File: config.mk
export PLATFORM = sky130hd
export DESIGN_NAME = uart_mode_ctrl
export DESIGN_NICKNAME = d
export VERILOG_FILES = /design/src/design/mode_fifo.v /design/src/design/baud_clock_gen.v /design/src/design/uart_mode_ctrl.v
export VERILOG_INCLUDE_DIRS = /design/src /design/src/design
export SDC_FILE = /design/constraint.sdc
export NUM_CORES = 2
export LEC_CHECK = 0
export ABC_AREA = 0
export BUFFER_PORTS_ARGS = -buffer_cell sky130_fd_sc_hd__buf_2
export CORE_UTILIZATION = 30
export DETAILED_ROUTE_END_ITERATION = 6
export HOLD_SLACK_MARGIN = 0.02
export SYNTH_ARGS = -nofsm -noshare
export SYNTH_HDL_FRONTEND = slang
export SYNTH_SLANG_ARGS = --single-unit
File: constraint.sdc
create_clock -name sys_clk -period 4.7 [get_ports sys_clk]
set_clock_uncertainty 0.1 [all_clocks]
set_input_delay 0.94 -clock sys_clk [delete_from_list [all_inputs] [get_ports sys_clk]]
set_output_delay 0.94 -clock sys_clk [all_outputs]
set_load 0.05 [all_outputs]
File: src/design/uart_mode_defs.vh
// register offsets, field positions, reset values and depths for the channel mode logic
`ifndef UART_MODE_DEFS_VH
`define UART_MODE_DEFS_VH

// ============================================================
// host register offsets (8-byte window)
`define OFF_DATA        3'h0
`define OFF_IER         3'h1
`define OFF_FIFO_CTL    3'h2
`define OFF_LINE_CTL    3'h3
`define OFF_MODEM_CTL   3'h4
`define OFF_ICR_DATA    3'h5
`define OFF_MODEM_STAT  3'h6
`define OFF_ICR_INDEX   3'h7

// ============================================================
// indexed control set entries
`define IDX_ADD_CTL     8'h00
`define IDX_PRESCALER   8'h01
`define IDX_CLOCK_SEL   8'h02
`define IDX_SAMPLE      8'h03
`define IDX_RX_TRIG     8'h04
`define IDX_TX_TRIG     8'h05
`define IDX_FLOW_LOW    8'h06
`define IDX_FLOW_HIGH   8'h07
`define IDX_NINE_BIT    8'h08

// ============================================================
// field positions
`define FC_ENABLE       0
`define FC_RX_FLUSH     1
`define FC_TX_FLUSH     2
`define FC_DEEP         5
`define LC_DLAB         7
`define EF_ENHANCED     4
`define EF_AUTO_RTS     6
`define AC_TRIG         5
`define AC_ICR          6
`define AC_STAT         7
`define MC_DTR          0
`define MC_AUTO_FLOW    5
`define IE_SLEEP        4
`define CK_RX_EXT       0
`define CK_TX_EXT       4
`define CK_TX_DTR       5
`define NB_ENABLE       0
`define NB_TX_BIT8      1

// ============================================================
// reset values and constants
`define ENH_KEY         8'hbf
`define RST_PRESCALER   8'h20
`define RST_SAMPLE      8'h00
`define RST_DIVISOR     16'h0001
`define RST_BYTE        8'h00
`define DEPTH_BYTE      8'h01
`define DEPTH_STD       8'h10
`define DEPTH_DEEP      8'h80
`define PRESC_UNIT      9'h008
`define SAMPLE_MIN      4'h4
`define SAMPLE_DEFAULT  5'h10

`endif

File: src/design/mode_fifo.v
// fifo whose effective depth is chosen at run time, with registered head data
`timescale 1ns/1ps
`include "uart_mode_defs.vh"

module mode_fifo #(
  parameter WIDTH = 9,
  parameter AW    = 7
) (
  input  wire             sys_clk,
  input  wire             rstn,
  input  wire [7:0]       depth_lim,
  input  wire             flush,
  input  wire             push,
  input  wire [WIDTH-1:0] push_data,
  input  wire             pop,
  output reg  [WIDTH-1:0] head_q,
  output reg              head_valid_q,
  output wire             full,
  output reg  [7:0]       level_q
);
  // ============================================================
  // storage
  reg [WIDTH-1:0] mem [0:(1<<AW)-1];
  reg [AW-1:0]    wptr_q;
  reg [AW-1:0]    rptr_q;
  wire            do_push;
  wire            do_pop;

  // limit compared against the live depth, so a depth change acts on the next access
  assign full    = (level_q >= depth_lim);
  assign do_push = push & ~full & ~flush;
  assign do_pop  = pop & head_valid_q & ~flush;

  always @(posedge sys_clk) begin
    if (do_push) begin
      mem[wptr_q] <= push_data;
    end
    head_q <= mem[rptr_q];
  end

  // ============================================================
  // pointers and level
  always @(posedge sys_clk or negedge rstn) begin
    if (!rstn) begin
      wptr_q       <= {AW{1'b0}};
      rptr_q       <= {AW{1'b0}};
      level_q      <= 8'h00;
      head_valid_q <= 1'b0;
    end else if (flush) begin
      wptr_q       <= {AW{1'b0}};
      rptr_q       <= {AW{1'b0}};
      level_q      <= 8'h00;
      head_valid_q <= 1'b0;
    end else begin
      if (do_push) begin
        wptr_q <= wptr_q + {{(AW-1){1'b0}}, 1'b1};
      end
      if (do_pop) begin
        rptr_q <= rptr_q + {{(AW-1){1'b0}}, 1'b1};
      end
      if (do_push & ~do_pop) begin
        level_q <= level_q + 8'h01;
      end else if (do_pop & ~do_push) begin
        level_q <= level_q - 8'h01;
      end
      // head becomes valid one edge after the read port has caught up
      head_valid_q <= (level_q != 8'h00) & ~do_pop;
    end
  end
endmodule // mode_fifo

File: src/design/baud_clock_gen.v
// fractional prescaler, divisor, external clock pick-up and oversampling counter
`timescale 1ns/1ps
`include "uart_mode_defs.vh"

module baud_clock_gen (
  input  wire        sys_clk,
  input  wire        rstn,
  input  wire [7:0]  prescaler_ratio,
  input  wire [15:0] divisor,
  input  wire [7:0]  sample_clock_ratio,
  input  wire [7:0]  clock_select,
  input  wire        ring_indicator_n,
  input  wire        dsr_n,
  input  wire        dtr_i,
  output wire        rx_sample_tick,
  output reg         tx_bit_tick,
  output wire [4:0]  sample_ratio
);
  // ============================================================
  // pin synchronisers: stage 1 feeds stage 2 only
  reg  [2:0] pin_s1_q;
  reg  [2:0] pin_s2_q;
  reg  [2:0] pin_d3_q;
  wire [2:0] pin_rise;
  always @(posedge sys_clk or negedge rstn) begin
    if (!rstn) begin
      pin_s1_q <= 3'h7;
      pin_s2_q <= 3'h7;
      pin_d3_q <= 3'h7;
    end else begin
      pin_s1_q <= {dtr_i, dsr_n, ring_indicator_n};
      pin_s2_q <= pin_s1_q;
      pin_d3_q <= pin_s2_q;
    end
  end
  assign pin_rise = pin_s2_q & ~pin_d3_q;

  // ============================================================
  // M+N/8 prescaler: the register value is the ratio in eighths
  reg  [8:0] frac_q;
  reg        presc_tick_q;
  wire [8:0] ratio8 = (prescaler_ratio < 8'h08) ? `PRESC_UNIT : {1'b0, prescaler_ratio};
  wire [8:0] frac_sum = frac_q + `PRESC_UNIT;
  always @(posedge sys_clk or negedge rstn) begin
    if (!rstn) begin
      frac_q       <= 9'h000;
      presc_tick_q <= 1'b0;
    end else if (frac_sum >= ratio8) begin
      frac_q       <= frac_sum - ratio8;
      presc_tick_q <= 1'b1;
    end else begin
      frac_q       <= frac_sum;
      presc_tick_q <= 1'b0;
    end
  end

  // ============================================================
  // divisor latch counter, zero treated as one
  reg  [15:0] div_q;
  reg         samp_int_q;
  wire [15:0] div_max = (divisor == 16'h0000) ? 16'h0000 : divisor - 16'h0001;
  always @(posedge sys_clk or negedge rstn) begin
    if (!rstn) begin
      div_q      <= 16'h0000;
      samp_int_q <= 1'b0;
    end else begin
      samp_int_q <= 1'b0;
      if (presc_tick_q) begin
        if (div_q >= div_max) begin
          div_q      <= 16'h0000;
          samp_int_q <= 1'b1;
        end else begin
          div_q <= div_q + 16'h0001;
        end
      end
    end
  end

  // ============================================================
  // source pick and oversampling
  wire tx_ext_edge = clock_select[`CK_TX_DTR] ? pin_rise[2] : pin_rise[0];
  wire tx_samp = clock_select[`CK_TX_EXT] ? tx_ext_edge : samp_int_q;
  assign rx_sample_tick = clock_select[`CK_RX_EXT] ? pin_rise[1] : samp_int_q;

  // values below four fall back to sixteen cycles per bit
  assign sample_ratio = (sample_clock_ratio[3:0] < `SAMPLE_MIN) ? `SAMPLE_DEFAULT :
                        {1'b0, sample_clock_ratio[3:0]};

  reg [4:0] bit_cnt_q;
  always @(posedge sys_clk or negedge rstn) begin
    if (!rstn) begin
      bit_cnt_q   <= 5'h00;
      tx_bit_tick <= 1'b0;
    end else begin
      tx_bit_tick <= 1'b0;
      if (tx_samp) begin
        if (bit_cnt_q >= sample_ratio - 5'h01) begin
          bit_cnt_q   <= 5'h00;
          tx_bit_tick <= 1'b1;
        end else begin
          bit_cnt_q <= bit_cnt_q + 5'h01;
        end
      end
    end
  end
endmodule // baud_clock_gen

File: src/design/uart_mode_ctrl.v
// channel mode selection, fifo depth, extended feature gating and host registers
// Contract
// - reset clears fifo enable: byte mode
// - fifo enable low ignores other mode inputs
// - enable, no enhanced, deep clear, pin high: 16
// - enable, no enhanced, pin low: 128
// - guarded deep bit enlarges 16 to 128
// - deep bit writable only with divisor access set
// - legacy deep features only outside enhanced mode
// - enhanced with enable gives 128 always
// - trigger bit swaps fifo fields for threshold registers
// - flow status readable for both transmitters
// - receive and transmit fill levels readable
// - prescaler divides by M plus N/8
// - prescaler resets to divide by four
// - clock select picks external transmit/receive clocks
// - sample ratio resets zero meaning sixteen
// - ratio 1-3 gives sixteen, 4-15 exact
// - nine data bits supported in extended mode
// - indexed set readable when control bit six set
`timescale 1ns/1ps
`include "uart_mode_defs.vh"

module uart_mode_ctrl (
  input  wire       sys_clk,
  input  wire       rstn,
  input  wire [2:0] host_addr,
  input  wire [7:0] host_wdata,
  input  wire       host_wr,
  input  wire       host_rd,
  output reg  [7:0] host_rdata,
  input  wire       deep_fifo_select_n,
  input  wire       ring_indicator_n,
  input  wire       dsr_n,
  input  wire       dtr_i,
  output wire       dtr_o,
  output wire       dtr_oe,
  output wire [8:0] tx_data,
  output wire       tx_valid,
  input  wire       tx_take,
  input  wire [8:0] rx_data,
  input  wire       rx_push,
  input  wire       remote_xoff,
  output wire [7:0] fifo_depth,
  output wire       rx_trigger_hit,
  output wire       tx_trigger_hit,
  output wire       remote_stop,
  output wire       auto_rts_cts,
  output wire       sleep_enable,
  output wire       nine_bit_mode,
  output wire       tx_bit_tick,
  output wire       rx_sample_tick,
  output wire [4:0] sample_ratio
);
  // ============================================================
  // host visible registers
  reg [7:0]  fifo_control_q;
  reg [7:0]  line_control_q;
  reg [7:0]  enhanced_features_q;
  reg [7:0]  ier_q;
  reg [7:0]  modem_ctl_q;
  reg [7:0]  icr_index_q;
  reg [15:0] divisor_q;
  reg [7:0]  additional_control_q;
  reg [7:0]  prescaler_ratio_q;
  reg [7:0]  clock_select_q;
  reg [7:0]  sample_clock_ratio_q;
  reg [7:0]  rx_interrupt_threshold_q;
  reg [7:0]  tx_threshold_q;
  reg [7:0]  flow_low_threshold_q;
  reg [7:0]  flow_high_threshold_q;
  reg [7:0]  nine_bit_q;
  reg        overrun_q;
  reg        enh_key_q;
  reg        remote_stop_q;

  // ============================================================
  // deep fifo select pin synchroniser
  reg sel_s1_q;
  reg sel_s2_q;
  always @(posedge sys_clk or negedge rstn) begin
    if (!rstn) begin
      sel_s1_q <= 1'b1;
      sel_s2_q <= 1'b1;
    end else begin
      sel_s1_q <= deep_fifo_select_n;
      sel_s2_q <= sel_s1_q;
    end
  end

  // ============================================================
  // mode decode
  wire fifo_en  = fifo_control_q[`FC_ENABLE];
  wire enhanced = enhanced_features_q[`EF_ENHANCED];
  wire dlab     = line_control_q[`LC_DLAB];
  wire enh_key  = enh_key_q;
  wire legacy_deep = ~enhanced & (fifo_control_q[`FC_DEEP] | ~sel_s2_q);
  reg  [7:0] depth_sel;
  always @* begin
    if (!fifo_en) begin
      depth_sel = `DEPTH_BYTE;
    end else if (enhanced) begin
      depth_sel = `DEPTH_DEEP;
    end else if (!sel_s2_q) begin
      depth_sel = `DEPTH_DEEP;
    end else if (fifo_control_q[`FC_DEEP]) begin
      depth_sel = `DEPTH_DEEP;
    end else begin
      depth_sel = `DEPTH_STD;
    end
  end
  assign fifo_depth = depth_sel;

  // legacy auto flow exists only while the deep mode came from the guarded bit or the pin; sleep also works with the fifo off
  assign auto_rts_cts = enhanced ? enhanced_features_q[`EF_AUTO_RTS] :
                        (fifo_en & legacy_deep & modem_ctl_q[`MC_AUTO_FLOW]);
  assign sleep_enable = ier_q[`IE_SLEEP] & (enhanced | ~fifo_en | legacy_deep);
  assign nine_bit_mode = enhanced & nine_bit_q[`NB_ENABLE];

  // ============================================================
  // fifos
  wire       wr_data  = host_wr & (host_addr == `OFF_DATA) & ~dlab;
  wire       rd_data  = host_rd & (host_addr == `OFF_DATA) & ~dlab;
  wire       fc_write = host_wr & (host_addr == `OFF_FIFO_CTL) & ~enh_key;
  wire       rx_flush = fc_write & host_wdata[`FC_RX_FLUSH];
  wire       tx_flush = fc_write & host_wdata[`FC_TX_FLUSH];
  wire [8:0] rx_head;
  wire       rx_ready;
  wire       rx_full;
  wire [7:0] rx_level;
  wire [7:0] tx_level;
  wire       tx_full;
  wire [8:0] tx_word = {nine_bit_mode & nine_bit_q[`NB_TX_BIT8], host_wdata};

  mode_fifo #(.WIDTH(9), .AW(7)) rx_fifo (
    .sys_clk      (sys_clk),
    .rstn         (rstn),
    .depth_lim    (depth_sel),
    .flush        (rx_flush),
    .push         (rx_push),
    .push_data    (rx_data),
    .pop          (rd_data),
    .head_q       (rx_head),
    .head_valid_q (rx_ready),
    .full         (rx_full),
    .level_q      (rx_level)
  );

  mode_fifo #(.WIDTH(9), .AW(7)) tx_fifo (
    .sys_clk      (sys_clk),
    .rstn         (rstn),
    .depth_lim    (depth_sel),
    .flush        (tx_flush),
    .push         (wr_data),
    .push_data    (tx_word),
    .pop          (tx_take),
    .head_q       (tx_data),
    .head_valid_q (tx_valid),
    .full         (tx_full),
    .level_q      (tx_level)
  );

  // ============================================================
  // thresholds: legacy table unless the threshold registers are selected
  wire       arb_trig = additional_control_q[`AC_TRIG];
  reg  [7:0] rx_trig_leg;
  always @* begin
    case (fifo_control_q[7:6])
      2'h0:    rx_trig_leg = 8'h01;
      2'h1:    rx_trig_leg = 8'h04;
      2'h2:    rx_trig_leg = 8'h08;
      default: rx_trig_leg = 8'h0e;
    endcase
  end
  wire [7:0] rx_trig  = arb_trig ? rx_interrupt_threshold_q : rx_trig_leg;
  wire [7:0] tx_trig  = arb_trig ? tx_threshold_q : 8'h01;
  wire [7:0] flow_hi  = arb_trig ? flow_high_threshold_q : rx_trig;
  wire [7:0] flow_lo  = arb_trig ? flow_low_threshold_q : 8'h00;
  assign rx_trigger_hit = fifo_en ? (rx_level >= rx_trig) : rx_ready;
  assign tx_trigger_hit = tx_level < tx_trig;
  assign remote_stop    = remote_stop_q;

  // hysteresis: stop the far transmitter at the high mark, release at the low mark
  always @(posedge sys_clk or negedge rstn) begin
    if (!rstn) begin
      remote_stop_q <= 1'b0;
    end else if (rx_level >= flow_hi) begin
      remote_stop_q <= 1'b1;
    end else if (rx_level <= flow_lo) begin
      remote_stop_q <= 1'b0;
    end
  end

  // ============================================================
  // modem pins and clocks
  assign dtr_o  = ~modem_ctl_q[`MC_DTR];
  // dtr turns into an input when it carries the external transmit clock
  assign dtr_oe = ~(clock_select_q[`CK_TX_EXT] & clock_select_q[`CK_TX_DTR]);

  baud_clock_gen baud (
    .sys_clk            (sys_clk),
    .rstn               (rstn),
    .prescaler_ratio    (prescaler_ratio_q),
    .divisor            (divisor_q),
    .sample_clock_ratio (sample_clock_ratio_q),
    .clock_select       (clock_select_q),
    .ring_indicator_n   (ring_indicator_n),
    .dsr_n              (dsr_n),
    .dtr_i              (dtr_i),
    .rx_sample_tick     (rx_sample_tick),
    .tx_bit_tick        (tx_bit_tick),
    .sample_ratio       (sample_ratio)
  );

  // ============================================================
  // register writes
  always @(posedge sys_clk or negedge rstn) begin
    if (!rstn) begin
      fifo_control_q           <= `RST_BYTE;
      line_control_q           <= `RST_BYTE;
      enhanced_features_q      <= `RST_BYTE;
      ier_q                    <= `RST_BYTE;
      modem_ctl_q              <= `RST_BYTE;
      icr_index_q              <= `RST_BYTE;
      divisor_q                <= `RST_DIVISOR;
      additional_control_q     <= `RST_BYTE;
      prescaler_ratio_q        <= `RST_PRESCALER;
      clock_select_q           <= `RST_BYTE;
      sample_clock_ratio_q     <= `RST_SAMPLE;
      rx_interrupt_threshold_q <= `RST_BYTE;
      tx_threshold_q           <= `RST_BYTE;
      flow_low_threshold_q     <= `RST_BYTE;
      flow_high_threshold_q    <= `RST_BYTE;
      nine_bit_q               <= `RST_BYTE;
      enh_key_q                <= 1'b0;
    end else if (host_wr) begin
      case (host_addr)
        `OFF_DATA: if (dlab) divisor_q[7:0] <= host_wdata;
        `OFF_IER: begin
          if (dlab) begin
            divisor_q[15:8] <= host_wdata;
          end else begin
            ier_q <= host_wdata;
          end
        end
        `OFF_FIFO_CTL: begin
          if (enh_key) begin
            enhanced_features_q <= host_wdata;
          end else begin
            // flush bits act as strobes; the deep bit keeps its value unless the guard is open
            fifo_control_q <= {host_wdata[7:6],
                               dlab ? host_wdata[`FC_DEEP] : fifo_control_q[`FC_DEEP],
                               host_wdata[4:3], 2'b00, host_wdata[`FC_ENABLE]};
          end
        end
        `OFF_LINE_CTL: begin
          // writing the key opens the enhanced set but keeps the frame format bits
          line_control_q <= (host_wdata == `ENH_KEY) ? {1'b1, line_control_q[6:0]} : host_wdata;
          enh_key_q <= (host_wdata == `ENH_KEY);
        end
        `OFF_MODEM_CTL: modem_ctl_q <= host_wdata;
        `OFF_ICR_DATA: begin
          case (icr_index_q)
            `IDX_ADD_CTL:   additional_control_q     <= host_wdata;
            `IDX_PRESCALER: prescaler_ratio_q        <= host_wdata;
            `IDX_CLOCK_SEL: clock_select_q           <= host_wdata;
            `IDX_SAMPLE:    sample_clock_ratio_q     <= host_wdata;
            `IDX_RX_TRIG:   rx_interrupt_threshold_q <= host_wdata;
            `IDX_TX_TRIG:   tx_threshold_q           <= host_wdata;
            `IDX_FLOW_LOW:  flow_low_threshold_q     <= host_wdata;
            `IDX_FLOW_HIGH: flow_high_threshold_q    <= host_wdata;
            `IDX_NINE_BIT:  nine_bit_q               <= host_wdata;
            default:        nine_bit_q               <= nine_bit_q;
          endcase
        end
        `OFF_ICR_INDEX: icr_index_q <= host_wdata;
        default: icr_index_q <= icr_index_q;
      endcase
    end
  end

  // ============================================================
  // reads
  reg [7:0] icr_rd;
  always @* begin
    case (icr_index_q)
      `IDX_ADD_CTL:   icr_rd = additional_control_q;
      `IDX_PRESCALER: icr_rd = prescaler_ratio_q;
      `IDX_CLOCK_SEL: icr_rd = clock_select_q;
      `IDX_SAMPLE:    icr_rd = sample_clock_ratio_q;
      `IDX_RX_TRIG:   icr_rd = rx_interrupt_threshold_q;
      `IDX_TX_TRIG:   icr_rd = tx_threshold_q;
      `IDX_FLOW_LOW:  icr_rd = flow_low_threshold_q;
      `IDX_FLOW_HIGH: icr_rd = flow_high_threshold_q;
      `IDX_NINE_BIT:  icr_rd = nine_bit_q;
      default:        icr_rd = 8'h00;
    endcase
  end

  wire       stat_map  = additional_control_q[`AC_STAT];
  wire [7:0] line_stat = {1'b0, ~tx_valid & (tx_level == 8'h00), tx_level == 8'h00, 2'b00,
                          nine_bit_mode & rx_head[8], overrun_q, rx_ready};
  wire       lsr_read  = host_rd & (host_addr == `OFF_ICR_DATA) & ~additional_control_q[`AC_ICR];
  reg  [7:0] rd_mux;
  always @* begin
    case (host_addr)
      `OFF_DATA:      rd_mux = dlab ? divisor_q[7:0] : rx_head[7:0];
      `OFF_IER:       rd_mux = dlab ? divisor_q[15:8] :
                               stat_map ? {6'h00, remote_stop_q, remote_xoff} : ier_q;
      `OFF_FIFO_CTL:  rd_mux = enh_key ? enhanced_features_q : {fifo_en, fifo_en, 6'h01};
      `OFF_LINE_CTL:  rd_mux = stat_map ? rx_level : line_control_q;
      `OFF_MODEM_CTL: rd_mux = stat_map ? tx_level : modem_ctl_q;
      `OFF_ICR_DATA:  rd_mux = additional_control_q[`AC_ICR] ? icr_rd : line_stat;
      `OFF_ICR_INDEX: rd_mux = icr_index_q;
      default:        rd_mux = 8'h00;
    endcase
  end

  // overrun is sticky; a drop in the same cycle as the status read stays set
  always @(posedge sys_clk or negedge rstn) begin
    if (!rstn) begin
      host_rdata <= 8'h00;
      overrun_q  <= 1'b0;
    end else begin
      if (host_rd) begin
        host_rdata <= rd_mux;
      end
      if (rx_push & rx_full) begin
        overrun_q <= 1'b1;
      end else if (lsr_read) begin
        overrun_q <= 1'b0;
      end
    end
  end
endmodule // uart_mode_ctrl

==> results.json <==
{
  "status": "complete, but fails checks",
  "violations": "hold timing",
  "cts_buffer_depth": 4,
  "synth.avg_cell_area_um2": 19.0,
  "synth_most_common_cell": "edfxtp_1",
  "cp_max_fo": 25,
  "power.leakage_nw": 38.7,
  "ant_nets": 0,
  "synth_largest_area_cell": "edfxtp_1",
  "post-route-period-util": 0.955,
  "clock_latency_ps": 920,
  "first_global_vias": 54900,
  "critPathLaunchType": "flop",
  "initial_utilization": 0.301,
  "finalSetupTns_ps": 0,
  "drv_cap": 0,
  "yosysUniqueCellTypes": 84,
  "seq_area_frac_synth": 0.730,
  "hold_viol": 1,
  "p_per_area_nw_per_um2": 532,
  "clock-sinks": 2555,
  "netlist_top_cells_count": "edfxtp_1 (2304), mux4_2 (577), nor2_1 (395), dfrtp_1 (220), nand2_1 (189)",
  "grt_max_degree": 146,
  "hpwl_um": 170000,
  "rows": 215,
  "rsz0062_at_grt": "no",
  "crit_type": "flop to output pin",
  "coreArea_um2": 343000,
  "drt_iter0_drc": 5967,
  "track_usage": 0.150,
  "synth_edf_count": 2304,
  "crit_path_frequent_cell": "a21o_1",
  "gr-usage-met2": 0.242,
  "use_met1": 0.207,
  "syn2layout_area_growth_pct": 15.3,
  "gr-total-overflow": 0,
  "dieArea_um2": 347000,
  "critPathMaxStageDelay_ps": 500,
  "drt_wl_total_um": 266000,
  "clkTransAtPathRegs_ps": 60,
  "crit_arrival_ps": 3450,
  "hold_class": "input pin to async pin",
  "gp_congestion": 0.866,
  "cpMaxStageDelayCell": "dfrtp_2",
  "drive_above_1_share": 0.262,
  "antenna_found_initial": 4,
  "worst_pin_slew_ps": 1190,
  "fin_util": 0.347,
  "reg2reg_from": "sel_s2_q$_DFF_PN1_",
  "cts_tree": "yes",
  "htree_levels": 4,
  "period_needed_ps": 4490,
  "vias": 53800,
  "ir_worst_vdd_uv": 340,
  "die_w_um": 589,
  "grt_pass1_wl_um": 388000,
  "async_flop_share": 0.0912,
  "end_kind": "output pin",
  "crit_start": "additional_control_q[5]$_DFFE_PN0P_",
  "dr.pass1.iters": 7,
  "portBuffers": 66,
  "pin_count": 72,
  "avgViaCountPerCell": 5.09,
  "synth_area_um2": 103000,
  "ys_seq_elements": 2555,
  "drv_slew": 0,
  "drc_errors": 0,
  "netlist_instances": 5432,
  "critical_path.cell_chain": "buf_4 > a21o_1 > ha_1 > nand2b_1 > a21o_1 > a21o_1 > a21o_1 > a211oi_1 > o21ai_0 > o311a_1 > buf_2",
  "reg2reg_depth": 18,
  "fmax_mhz": 223,
  "wl_per_cell_um": 25.1,
  "relSlewSlack": 0.200,
  "setup_viol": 0,
  "fp.dieH_um": 589,
  "grt_use_met3": 0.0232,
  "synth_area_leaders": "edfxtp_1 (67%), mux4_2 (13%), dfrtp_1 (5.3%), mux2i_1 (1.8%), mux2_2 (1.7%)",
  "cts_root_buf": "clkbuf_16",
  "worstPathRequired_ps": 3660,
  "ys.flop_type": "edfxtp_1",
  "synth_top_cell_area_share": 0.670,
  "yosysWarningCount": 0,
  "grt_most_used_layer": "met2",
  "nNetsFinal": 5936,
  "cts_made_buffers": 242,
  "holdWs_ps": -1.12
}
[where the power goes]
group / leakage [nW] / internal [mW] / switching (mW)
sequential: 24.2 / 25.4 / 1.07
combinational: 10.7 / 7.33 / 9.69
clock: 3.87 / 11.3 / 8.51
total: 38.7 / 44.0 / 19.3
[worst max-delay path: cells and delay by family, from the launching register on]
family / cells / cell delay (ps)
compound gates: 7 / 1180
fa+ha+maj: 1 / 260
buf+inv: 2 / 460
flops: 1 / 500
simple gates: 1 / 140
[through the flow]
step | setup slack, ps | power (mW) | instance area [µm²] | instances
after floorplan | 652 | 37.6 | 103000 | 5436
after global placement | 431 | 43.8 | 111000 | 10100
after detailed placement | 543 | 44.0 | 111000 | 10100
after CTS | 52.5 | 63.7 | 119000 | 10600
after global routing | 25.4 | 65.5 | 119000 | 10600
final | 213 | 63.3 | 119000 | 10600
[cell usage in the layout, fill, tap and decap left out, types with 96 or more instances in the layout]
cell type,n
nand2_1,189
clkbuf_16,246
a21oi_1,121
mux2i_1,187
dfrtp_1,210
mux4_2,577
buf_4,349
edfxtp_1,2304
nor2_1,394
o21ai_0,96
mux2_2,155
[routing by layer]
| layer | vias to the layer above | share of wire |
|---|---|---|
| li1 | 22800 | - |
| met1 | 28500 | 0.43 |
| met2 | 1993 | 0.48 |
| met3 | 471 | 0.063 |
| met4 | 0 | 0.035 |
| met5 | - | 0 |
[repair_timing]
item	in CTS	in global routing
gates resized for setup	0	2
setup buffers	0	0
hold buffers	4	0
setup endpoints to repair	0	1
hold endpoints to repair	4	0
[path summary, 6_finish.rpt]
path	slack [ps]	to
max reg2reg	470	rx_fifo.level_q[7]$_DFFE_PN0P_
max	210	rx_trigger_hit
min	-1	baud.bit_cnt_q[1]$_DFFE_PN0P_
min in group sys_clk	230	baud.pin_s2_q[0]$_DFF_PN1_
min reg2reg	230	baud.pin_s2_q[0]$_DFF_PN1_
max in group asynchronous	3340	tx_fifo.rptr_q[3]$_DFFE_PN0P_
[cell families after synthesis]
kind of cell    count (synthesis)  share of synthesized area
fa+ha+maj                      92                     0.0114
simple gates                  899                     0.0398
flops                        2555                      0.730
buf+inv                       345                     0.0158
xor+xnor                       65                    0.00551
compound gates                548                     0.0353
mux                           927                      0.162
other cells                     1                  0.0000363
[state kept, by name, indices dropped and copies added, names as in the netlist, 9 cells and up]
signal and flops:
rx_fifo.mem 1152, tx_fifo.mem 1152, baud.div_q 16, divisor_q 16
baud.frac_q 9, rx_fifo.head_q 9, tx_fifo.head_q 9
[cell type report]
class / count / area, µm²
clock inverter: 149 / 1580
tap: 4557 / 5700
antenna: 1 / 2.50
sequential: 2555 / 75400
multi-input combinational: 2536 / 26300
timing repair buffer: 430 / 3480
fill: 32000 / 224000
clock buffer: 293 / 6370
inverter: 48 / 180
(Power assumes the default switching activity.)
